[config.mk]
export PLATFORM = sky130hd
export DESIGN_NAME = hlt_timer
export DESIGN_NICKNAME = d
export VERILOG_FILES = /design/src/logic/hlt_pkg.sv /design/src/logic/hlt_core_if.sv /design/src/logic/hlt_ers_sync.sv /design/src/logic/hlt_postscale.sv /design/src/logic/hlt_timer.sv
export SDC_FILE = /design/constraint.sdc
export NUM_CORES = 1
export LEC_CHECK = 0
export BUFFER_PORTS_ARGS = -buffer_cell sky130_fd_sc_hd__buf_2
export CORE_AREA = 8 8 112 114
export DETAILED_ROUTE_END_ITERATION = 10
export DIE_AREA = 0 0 120 122
export MAX_ROUTING_LAYER = met4
export PLACE_DENSITY_LB_ADDON = 0.25
export SYNTH_ARGS = -nofsm -noshare
export SYNTH_HDL_FRONTEND = slang
export SYNTH_SLANG_ARGS = --single-unit
[constraint.sdc]
create_clock -name core_clk -period 2.5 [get_ports core_clk]
set_input_delay 0.5 -clock core_clk [delete_from_list [all_inputs] [get_ports core_clk]]
set_output_delay 0.5 -clock core_clk [all_outputs]
set_load 0.01 [all_outputs]
[src/logic/hlt_pkg.sv]
// hlt_pkg: register map, field layout, reset values and timing for the limit timer
// assumes APB byte addressing with one 32-bit word per register
package hlt_pkg;
    // ==========================================================
    // register byte offsets
    localparam logic [7:0] ADDR_CTRL   = 8'h00;
    localparam logic [7:0] ADDR_LIMIT  = 8'h04;
    localparam logic [7:0] ADDR_RSTSRC = 8'h08;
    localparam logic [7:0] ADDR_COUNT  = 8'h0C;
    localparam logic [7:0] ADDR_PERIOD = 8'h10;
    localparam logic [7:0] ADDR_IRQ    = 8'h14;
    // ==========================================================
    // field layout
    localparam int CNT_W       = 8;
    localparam int PS_W        = 4;
    localparam int MODE_W      = 5;
    localparam int SRCSEL_W    = 5;
    localparam int CTRL_ON_BIT = 7;
    localparam int IRQ_FLAG    = 0;
    localparam int IRQ_EN      = 1;
    // ==========================================================
    // reset values
    localparam logic [CNT_W-1:0]    COUNT_RST  = 8'h00;
    localparam logic [CNT_W-1:0]    PERIOD_RST = 8'hFF;
    localparam logic [MODE_W-1:0]   MODE_RST   = 5'h00;
    localparam logic [PS_W-1:0]     PS_RST     = 4'h0;
    localparam logic [SRCSEL_W-1:0] SRCSEL_RST = 5'h00;
    // ==========================================================
    // mode groups in mode bits 4:3
    localparam logic [1:0] GRP_FREE    = 2'h0;
    localparam logic [1:0] GRP_ONESHOT = 2'h1;
    localparam logic [1:0] GRP_MONO    = 2'h2;
    // ==========================================================
    // timing: timer clock and the far side's trigger spacing
    localparam int TMR_CLK_NS       = 100;
    localparam int EDGE_GAP_CLKS    = 6;
    localparam int LEVEL_MIN_CLKS   = 3;
    typedef enum logic {RUN_WAIT, RUN_ACTIVE} hlt_run_t;
endpackage : hlt_pkg

[src/logic/hlt_core_if.sv]
// hlt_core_if: signals between the timer core, trigger synchroniser and postscaler
// assumes all three parties run on core_clk
`timescale 1ns/100ps
interface hlt_core_if;
    logic                     freeze;
    logic [hlt_pkg::SRCSEL_W-1:0] srcSel;
    logic                     ersLevel;
    logic                     ersRise;
    logic                     ersFall;
    logic                     match;
    logic                     psClear;
    logic [hlt_pkg::PS_W-1:0] psSel;
    logic                     postPulse;
    modport core (output freeze, srcSel, match, psClear, psSel,
                  input ersLevel, ersRise, ersFall, postPulse);
    modport sync (input freeze, srcSel, output ersLevel, ersRise, ersFall);
    modport post (input match, psClear, psSel, output postPulse);
endinterface : hlt_core_if

[src/logic/hlt_ers_sync.sv]
// hlt_ers_sync: selects the external reset source, synchronises it and finds its edges
// assumes sources are asynchronous to core_clk
`timescale 1ns/100ps
module hlt_ers_sync
    import hlt_pkg::*;
#(
    parameter int SRC_NUM = 32
) (
    input  wire logic               core_clk,
    input  wire logic               rst_n,
    input  wire logic [SRC_NUM-1:0] ersSources,
    hlt_core_if.sync                bus
);
    typedef struct packed {
        logic s1, s2, s3, lvl, rise, fall;
    } hlt_sync_st_t;
    localparam hlt_sync_st_t SYNC_RST = '0;
    hlt_sync_st_t st_ff, nxt_st;
    logic         selected;

    // ==========================================================
    // source select and filter
    assign selected = (int'(bus.srcSel) < SRC_NUM) ? ersSources[bus.srcSel] : 1'b0;

    always_comb begin
        nxt_st = st_ff;
        nxt_st.s1 = selected;
        nxt_st.s2 = st_ff.s1;
        nxt_st.s3 = st_ff.s2;
        if (!bus.freeze && st_ff.s2 == st_ff.s3) begin
            nxt_st.lvl = st_ff.s2;
        end
        nxt_st.rise = nxt_st.lvl & ~st_ff.lvl;
        nxt_st.fall = ~nxt_st.lvl & st_ff.lvl;
    end

    always_ff @(posedge core_clk or negedge rst_n) begin
        if (!rst_n) st_ff <= SYNC_RST;
        else st_ff <= nxt_st;
    end

    assign bus.ersLevel = st_ff.lvl;
    assign bus.ersRise  = st_ff.rise;
    assign bus.ersFall  = st_ff.fall;
endmodule : hlt_ers_sync

[src/logic/hlt_postscale.sv]
// hlt_postscale: counts period matches and pulses once per selected ratio
// assumes match and clear are one-cycle pulses from the core
`timescale 1ns/100ps
module hlt_postscale
    import hlt_pkg::*;
(
    input  wire logic core_clk,
    input  wire logic rst_n,
    hlt_core_if.post  bus
);
    typedef struct packed {
        logic [PS_W-1:0] cnt;
        logic            pulse;
    } hlt_ps_st_t;
    localparam hlt_ps_st_t PS_ST_RST = '0;
    hlt_ps_st_t st_ff, nxt_st;

    always_comb begin
        nxt_st = st_ff;
        nxt_st.pulse = 1'b0;
        if (bus.psClear) begin
            nxt_st.cnt = '0;
        end else if (bus.match) begin
            if (st_ff.cnt == bus.psSel) begin
                nxt_st.cnt = '0;
                nxt_st.pulse = 1'b1;
            end else begin
                nxt_st.cnt = st_ff.cnt + 1'b1;
            end
        end
    end

    always_ff @(posedge core_clk or negedge rst_n) begin
        if (!rst_n) st_ff <= PS_ST_RST;
        else st_ff <= nxt_st;
    end

    assign bus.postPulse = st_ff.pulse;
endmodule : hlt_postscale

[src/logic/hlt_timer.sv]
// hlt_timer: 8-bit period timer with hardware limit modes, APB register slave
// assumes an APB master on core_clk; trigger sources come from other logic
//
// Our own choices: register access over APB and the address map.
`timescale 1ns/100ps
// ==========================================================
// Contract
// reset source taken from selected input
// five-bit mode: group and option
// driver spaces trigger edges six clocks
// driver holds trigger level three clocks
// triggers ignored during debug freeze
// free modes gate by on, level
// free 011 clears on either edge
// free 100/101 clear on rise/fall
// free 110/111 hold reset by level
// one-shot 000 starts when on set
// one-shot 001-011 start on edges
// one-shot 100/101 start and clear edge
// one-shot 110/111 edge start, level reset
// one-shot match clears on, stops zero
// monostable match stops, on stays set
// group 10 110/111 level one-shot
// edge while off never starts
// flag set at postscale ratio
// enable passes flag to interrupt
// count wraps to zero after match
// reset clears count, period maximum
// scaler cleared by writes, hw reset
// reserved modes keep counter stopped
module hlt_timer
    import hlt_pkg::*;
#(
    parameter int SRC_NUM = 32
) (
    input  wire logic               core_clk,
    input  wire logic               rst_n,
    input  wire logic [7:0]         paddr,
    input  wire logic               psel,
    input  wire logic               penable,
    input  wire logic               pwrite,
    input  wire logic [31:0]        pwdata,
    output logic      [31:0]        prdata,
    output logic                    pready,
    output logic                    pslverr,
    input  wire logic [SRC_NUM-1:0] ersSources,
    input  wire logic               debugFreeze,
    output logic      [CNT_W-1:0]   countValue,
    output logic                    timerOn,
    output logic                    postscaledPulse,
    output logic                    periodIrq
);
    typedef struct packed {
        logic [CNT_W-1:0]    count;
        logic [CNT_W-1:0]    period;
        logic                on;
        logic [PS_W-1:0]     psSel;
        logic [MODE_W-1:0]   mode;
        logic [SRCSEL_W-1:0] srcSel;
        logic                flag;
        logic                irqEn;
        logic                irq;
        hlt_run_t            run;
        logic                match;
        logic                psClear;
        logic [31:0]         prdata;
    } hlt_core_st_t;

    typedef struct packed {
        logic canRun;
        logic hwRst;
        logic startEv;
    } hlt_ctl_t;

    localparam hlt_core_st_t CORE_RST = '{
        count: COUNT_RST, period: PERIOD_RST, on: 1'b0, psSel: PS_RST,
        mode: MODE_RST, srcSel: SRCSEL_RST, flag: 1'b0, irqEn: 1'b0,
        irq: 1'b0, run: RUN_WAIT, match: 1'b0, psClear: 1'b0, prdata: 32'h0000_0000};

    hlt_core_st_t st_ff, nxt_st;
    hlt_ctl_t     ctl;
    hlt_core_if   link ();
    logic         apbSetup;
    logic         apbWrite;
    logic         mapped;
    logic         isFree;
    logic         counting;
    logic         atMatch;
    logic [31:0]  rdData;

    // ==========================================================
    // sub-blocks
    hlt_ers_sync #(.SRC_NUM(SRC_NUM)) u_sync (
        .core_clk   (core_clk),
        .rst_n      (rst_n),
        .ersSources (ersSources),
        .bus        (link.sync)
    );

    hlt_postscale u_post (
        .core_clk (core_clk),
        .rst_n    (rst_n),
        .bus      (link.post)
    );

    assign link.freeze  = debugFreeze;
    assign link.srcSel  = st_ff.srcSel;
    assign link.match   = st_ff.match;
    assign link.psClear = st_ff.psClear;
    assign link.psSel   = st_ff.psSel;

    // ==========================================================
    // mode decode: run permission, hardware reset and start event
    function automatic hlt_ctl_t modeCtl(input logic [MODE_W-1:0] m, input logic lvl,
                                         input logic rise, input logic fall);
        hlt_ctl_t c;
        c = '0;
        unique case (m[4:3])
            GRP_FREE: begin
                c.startEv = 1'b1;
                unique case (m[2:0])
                    3'h0: c.canRun = 1'b1;
                    3'h1: c.canRun = lvl;
                    3'h2: c.canRun = ~lvl;
                    3'h3: begin c.canRun = 1'b1; c.hwRst = rise | fall; end
                    3'h4: begin c.canRun = 1'b1; c.hwRst = rise; end
                    3'h5: begin c.canRun = 1'b1; c.hwRst = fall; end
                    3'h6: begin c.canRun = lvl; c.hwRst = ~lvl; end
                    3'h7: begin c.canRun = ~lvl; c.hwRst = lvl; end
                endcase
            end
            GRP_ONESHOT: begin
                c.canRun = 1'b1;
                unique case (m[2:0])
                    3'h0: c.startEv = 1'b1;
                    3'h1: c.startEv = rise;
                    3'h2: c.startEv = fall;
                    3'h3: c.startEv = rise | fall;
                    3'h4: begin c.startEv = rise; c.hwRst = rise; end
                    3'h5: begin c.startEv = fall; c.hwRst = fall; end
                    3'h6: begin c.startEv = rise; c.hwRst = ~lvl; end
                    3'h7: begin c.startEv = fall; c.hwRst = lvl; end
                endcase
            end
            GRP_MONO: begin
                unique case (m[2:0])
                    3'h1: begin c.canRun = 1'b1; c.startEv = rise; end
                    3'h2: begin c.canRun = 1'b1; c.startEv = fall; end
                    3'h3: begin c.canRun = 1'b1; c.startEv = rise | fall; end
                    3'h6: begin c.canRun = lvl; c.startEv = lvl; c.hwRst = ~lvl; end
                    3'h7: begin c.canRun = ~lvl; c.startEv = ~lvl; c.hwRst = lvl; end
                    default: c = '0;
                endcase
            end
            default: c = '0;
        endcase
        return c;
    endfunction : modeCtl

    assign ctl = modeCtl(st_ff.mode, link.ersLevel, link.ersRise, link.ersFall);

    // ==========================================================
    // register read mux and decode
    always_comb begin
        rdData = 32'h0000_0000;
        mapped = 1'b1;
        unique case (paddr)
            ADDR_CTRL:   rdData = {24'h00_0000, st_ff.on, 3'h0, st_ff.psSel};
            ADDR_LIMIT:  rdData = {27'h000_0000, st_ff.mode};
            ADDR_RSTSRC: rdData = {27'h000_0000, st_ff.srcSel};
            ADDR_COUNT:  rdData = {24'h00_0000, st_ff.count};
            ADDR_PERIOD: rdData = {24'h00_0000, st_ff.period};
            ADDR_IRQ:    rdData = {30'h0000_0000, st_ff.irqEn, st_ff.flag};
            default:     mapped = 1'b0;
        endcase
    end

    assign apbSetup = psel & ~penable;
    assign apbWrite = psel & penable & pwrite & mapped;
    assign isFree   = (st_ff.mode[4:3] == GRP_FREE);
    assign counting = st_ff.on & ctl.canRun & (isFree | (st_ff.run == RUN_ACTIVE));
    assign atMatch  = counting & (st_ff.count == st_ff.period);

    // ==========================================================
    // next state
    always_comb begin
        nxt_st = st_ff;
        nxt_st.match = 1'b0;
        nxt_st.psClear = 1'b0;
        if (apbSetup && !pwrite) begin
            nxt_st.prdata = rdData;
        end
        if (!st_ff.on) begin
            nxt_st.run = RUN_WAIT;
        end else if (!isFree && st_ff.run == RUN_WAIT && ctl.startEv) begin
            nxt_st.run = RUN_ACTIVE;
        end
        if (st_ff.on && ctl.hwRst) begin
            nxt_st.count = '0;
            nxt_st.psClear = 1'b1;
        end else if (atMatch) begin
            nxt_st.count = '0;
            nxt_st.match = 1'b1;
            if (!isFree) begin
                nxt_st.run = RUN_WAIT;
            end
            if (st_ff.mode[4:3] == GRP_ONESHOT || (st_ff.mode[4:3] == GRP_MONO && st_ff.mode[2:1] == 2'h3)) begin
                nxt_st.on = 1'b0;
            end
        end else if (counting) begin
            nxt_st.count = st_ff.count + 1'b1;
        end
        if (apbWrite) begin
            unique case (paddr)
                ADDR_CTRL: begin
                    nxt_st.on = pwdata[CTRL_ON_BIT];
                    nxt_st.psSel = pwdata[PS_W-1:0];
                    nxt_st.psClear = 1'b1;
                end
                ADDR_LIMIT:  nxt_st.mode = pwdata[MODE_W-1:0];
                ADDR_RSTSRC: nxt_st.srcSel = pwdata[SRCSEL_W-1:0];
                ADDR_COUNT: begin
                    nxt_st.count = pwdata[CNT_W-1:0];
                    nxt_st.psClear = 1'b1;
                end
                ADDR_PERIOD: nxt_st.period = pwdata[CNT_W-1:0];
                ADDR_IRQ: begin
                    nxt_st.irqEn = pwdata[IRQ_EN];
                    if (pwdata[IRQ_FLAG]) begin
                        nxt_st.flag = 1'b0;
                    end
                end
                default: nxt_st.flag = st_ff.flag;
            endcase
        end
        if (link.postPulse) begin
            nxt_st.flag = 1'b1;
        end
        nxt_st.irq = nxt_st.flag & nxt_st.irqEn;
    end

    always_ff @(posedge core_clk or negedge rst_n) begin
        if (!rst_n) st_ff <= CORE_RST;
        else st_ff <= nxt_st;
    end

    // ==========================================================
    // outputs
    assign prdata          = st_ff.prdata;
    assign pready          = 1'b1;
    assign pslverr         = psel & penable & ~mapped;
    assign countValue      = st_ff.count;
    assign timerOn         = st_ff.on;
    assign postscaledPulse = link.postPulse;
    assign periodIrq       = st_ff.irq;

    logic wrCount;
    assign wrCount = apbWrite && paddr == ADDR_COUNT;
endmodule : hlt_timer

==> impl_results.md <==
- Status: completed
- Reg2reg path depth: 5
- Lkg Pwr: 0.00191 µW
- Final core occ: 0.394
- Critical path cell sequence: a2111oi_2 -> a311oi_4 -> a211oi_1 -> or3_1 -> o21ai_0
- Worst-margin pin slew: 0.732 ns
- CP Class: reg -> reg
- Drt wl/cell: 16.6 µm
- Switching share of power: 0.288
- Antenna Nets Post-Route: 0
- Tot GR Track Use: 0.133
- Seq pwr share: 0.486
- First-pass DRT Iterations: 4
- Ys async rst share: 1.00
- CTS buffer count: 5
- Htree depth: 2
- Reg clk slew, reported paths: 0.11 ns
- # setup viols final: 0
- Final period util: 0.902
- Comb power frac: 0.200
- Slowest CP cell: dfrtp_1
- Cts repair resizes: 0
- Worst Path Arrival: 2.50 ns
- Synth-to-Final Area Change: 15.0%
- Starting Density: 0.343
- Antenna Cells: 0
- Clock tree root driver cell: clkbuf_8
- Pint: 1510 µW
- Critical path startpoint category: flop
- CTS Hold Buffers Added: 0
- IO Pins: 123
- Fmax: 444 MHz
- Final hold violations: 0
- CTS Buffer Depth: 2
- Relative slew slack: 0.512
- Yosys reg bits: 56
- Total power: 2110 µW
- Ys flop type: dfrtp_1
- Setup TNS: 0 ns
- Clock Skew: 0.0165 ns
- Die X: 120 µm
- HPWL after DPL: 7.45 mm
- Global route overflow: 0
- Worst hold path type: in -> async
- Critical path fanouts, max: 13
- R2R Path End: countValue[7]
- Yosys warns: 0
- Worst setup EP type: flop
- RSZ-0062 raised after global routing: no
- Largest net degree at the start of global routing: 57
- Clk sinks: 56
- Crit path time final: 2.25 ns
- R2r startpoint: st_ff[45]
- Power Density: 501 mW/mm²
- DRC viols: 0
- Avg Synthesized Cell Area: 10.3 µm²
- Synthesized cell area: 0.00367 mm²
- Starting DRT DRC Count: 139
- Layout cell share with drive strength beyond 1: 0.372
- Most frequent cells in the layout: buf_2 (73), dfrtp_1 (48), nand2_1 (32)
- Unique masters post-synth: 52
- Die height: 122 µm
- Max Cap Violations: 0
- Via density: 4.99
- Clock tree from TritonCTS: built
- Sequential area share after synthesis: 0.385
- Slew Viols, Final: 0
- Die ar.: 0.0146 mm²
- Commonest non-fill, non-tap cell in the layout: buf_2
- RD Place Congestion: 0.826
- Mapped Cells: 357
- EDFF count, synth: 0
- Post-CTS setup buffer count: 0
- Reg2Reg Setup Slack: 0.25 ns
- Fin area: 0.00422 mm²
- Placeable Area: 0.0107 mm²
- WP data required: 2.74 ns
- Placed Instance Area: 0.00409 mm²
- Nets@finish: 506
- Initial antenna violation count: 0
- Via count: 2828
- First-pass GRT wire length: 15.3 mm
- Sw Pwr: 609 µW
- Vias in the first global route: 2930
- Crit-path max cell delay: 0.62 ns
- PortBufs: 73
- Worst-Skew Late Latency: 0.32 ns
- Drt total wl: 9.42 mm
- Peak supply drop: 0.227 mV
- Clock share of power: 0.313
- Site row count: 38
==> registers in the layout, summed over array words and instances, names as in the netlist <==
register	flops
st_ff	16
countValue	8
prdata	8
link.srcSel	5
link.psSel	4
u_post.st_ff	4
u_sync.nxt_st	2
link.match	1
link.psClear	1
periodIrq	1
timerOn	1
u_post.bus.postPulse	1
u_sync.bus.ersFall	1
u_sync.bus.ersLevel	1
u_sync.bus.ersRise	1
u_sync.st_ff	1
==> power groups by stage <==
stage               Sequential (µW)  Clock [µW]  Combinational, µW
floorplan                      1030           0                321
global placement               1040           0                422
detailed placement             1050           0                431
CTS                            1030         686                432
global route                   1040         718                484
finish                         1030         662                424
==> critical path: cells and delay by family (launching register included) <==
kind,cells,cell delay (ns)
AOI/OAI and AO/OA,4,1.07
DFF,1,0.62
and+or+nand+nor,1,0.50
==> worst max path at each step <==
| stage | cells after the start | slack (ns) | startpoint | end |
|---|---|---|---|---|
| after floorplan | 8 | 0.22 | paddr[1] | countValue[0] |
| after global placement | 8 | 0.06 | paddr[1] | periodIrq |
| after detailed placement | 8 | 0.03 | paddr[1] | periodIrq |
| after CTS | 6 | 0.23 | u_sync.bus.ersLevel | timerOn |
| after global routing | 7 | 0.08 | st_ff[45] | countValue[4] |
| final | 5 | 0.25 | st_ff[45] | countValue[7] |
==> final cells by class <==
| class | count | area [µm²] |
|---|---|---|
| well taps | 140 | 175 |
| flip-flops and latches | 56 | 1410 |
| repair buffers | 98 | 553 |
| inverters | 7 | 26.3 |
| clock buffers | 7 | 96.3 |
| clock inverters | 1 | 30.0 |
| multi-input cells | 258 | 1930 |
| fillers | 1083 | 6480 |
==> synthesized netlist by cell type (all sizes together) (2+ instances only) <==
library cell / number / area share
a222oi: 2 / 0.0055
ha: 2 / 0.0068
nand4: 5 / 0.0085
xnor2: 12 / 0.029
xor2: 8 / 0.019
mux2i: 4 / 0.011
clkbuf: 11 / 0.011
a221oi: 2 / 0.0048
dfrtp: 48 / 0.33
or4: 2 / 0.0041
nand2: 33 / 0.034
buf: 48 / 0.095
a21oi: 15 / 0.020
nand3: 10 / 0.014
nor3: 3 / 0.0041
nand2b: 6 / 0.010
and2: 4 / 0.0068
o21ai: 21 / 0.029
or3: 2 / 0.0034
dfstp: 8 / 0.057
a2111oi: 3 / 0.016
a22oi: 4 / 0.0082
nor4: 5 / 0.021
nor2: 15 / 0.015
nor3b: 2 / 0.0041
mux2: 25 / 0.077
a22o: 3 / 0.0072
mux4: 10 / 0.061
inv: 7 / 0.0072
nor2b: 5 / 0.0085
a31oi: 3 / 0.0051
and3b: 6 / 0.014
a211oi: 7 / 0.014
a21o: 2 / 0.0041
conb: 2 / 0.0020
==> kinds of logic after synthesis <==
family | Yosys count | share of synthesized area
and+or+nand+nor | 102 | 0.157
buffers and inverters | 66 | 0.113
other | 2 | 0.00205
adders and majority gates | 2 | 0.00682
muxes | 39 | 0.149
DFF | 56 | 0.385
xor gates and xnor gates | 20 | 0.0478
AOI/OAI and AO/OA | 70 | 0.139
==> routing by layer <==
layer | share of wire | routed length (µm) | global-route usage
met1 | 0.49 | 4600 | 0.175
met2 | 0.44 | 4180 | 0.204
met3 | 0.063 | 591 | 0.0305
met4 | 0.0060 | 57 | 0.0289
met5 | 0 | 0 | -
==> through the flow <==
stage          instances  hold slack (ns)  setup WS [ns]
5_1_grt              567            0.358         0.0779
2_1_floorplan        380            0.204          0.220
6_report             567            0.310          0.246
3_3_place_gp         559            0.348         0.0566
3_5_place_dp         559            0.349         0.0321
4_1_cts              567            0.340          0.228
(Power assumes the default switching activity.)
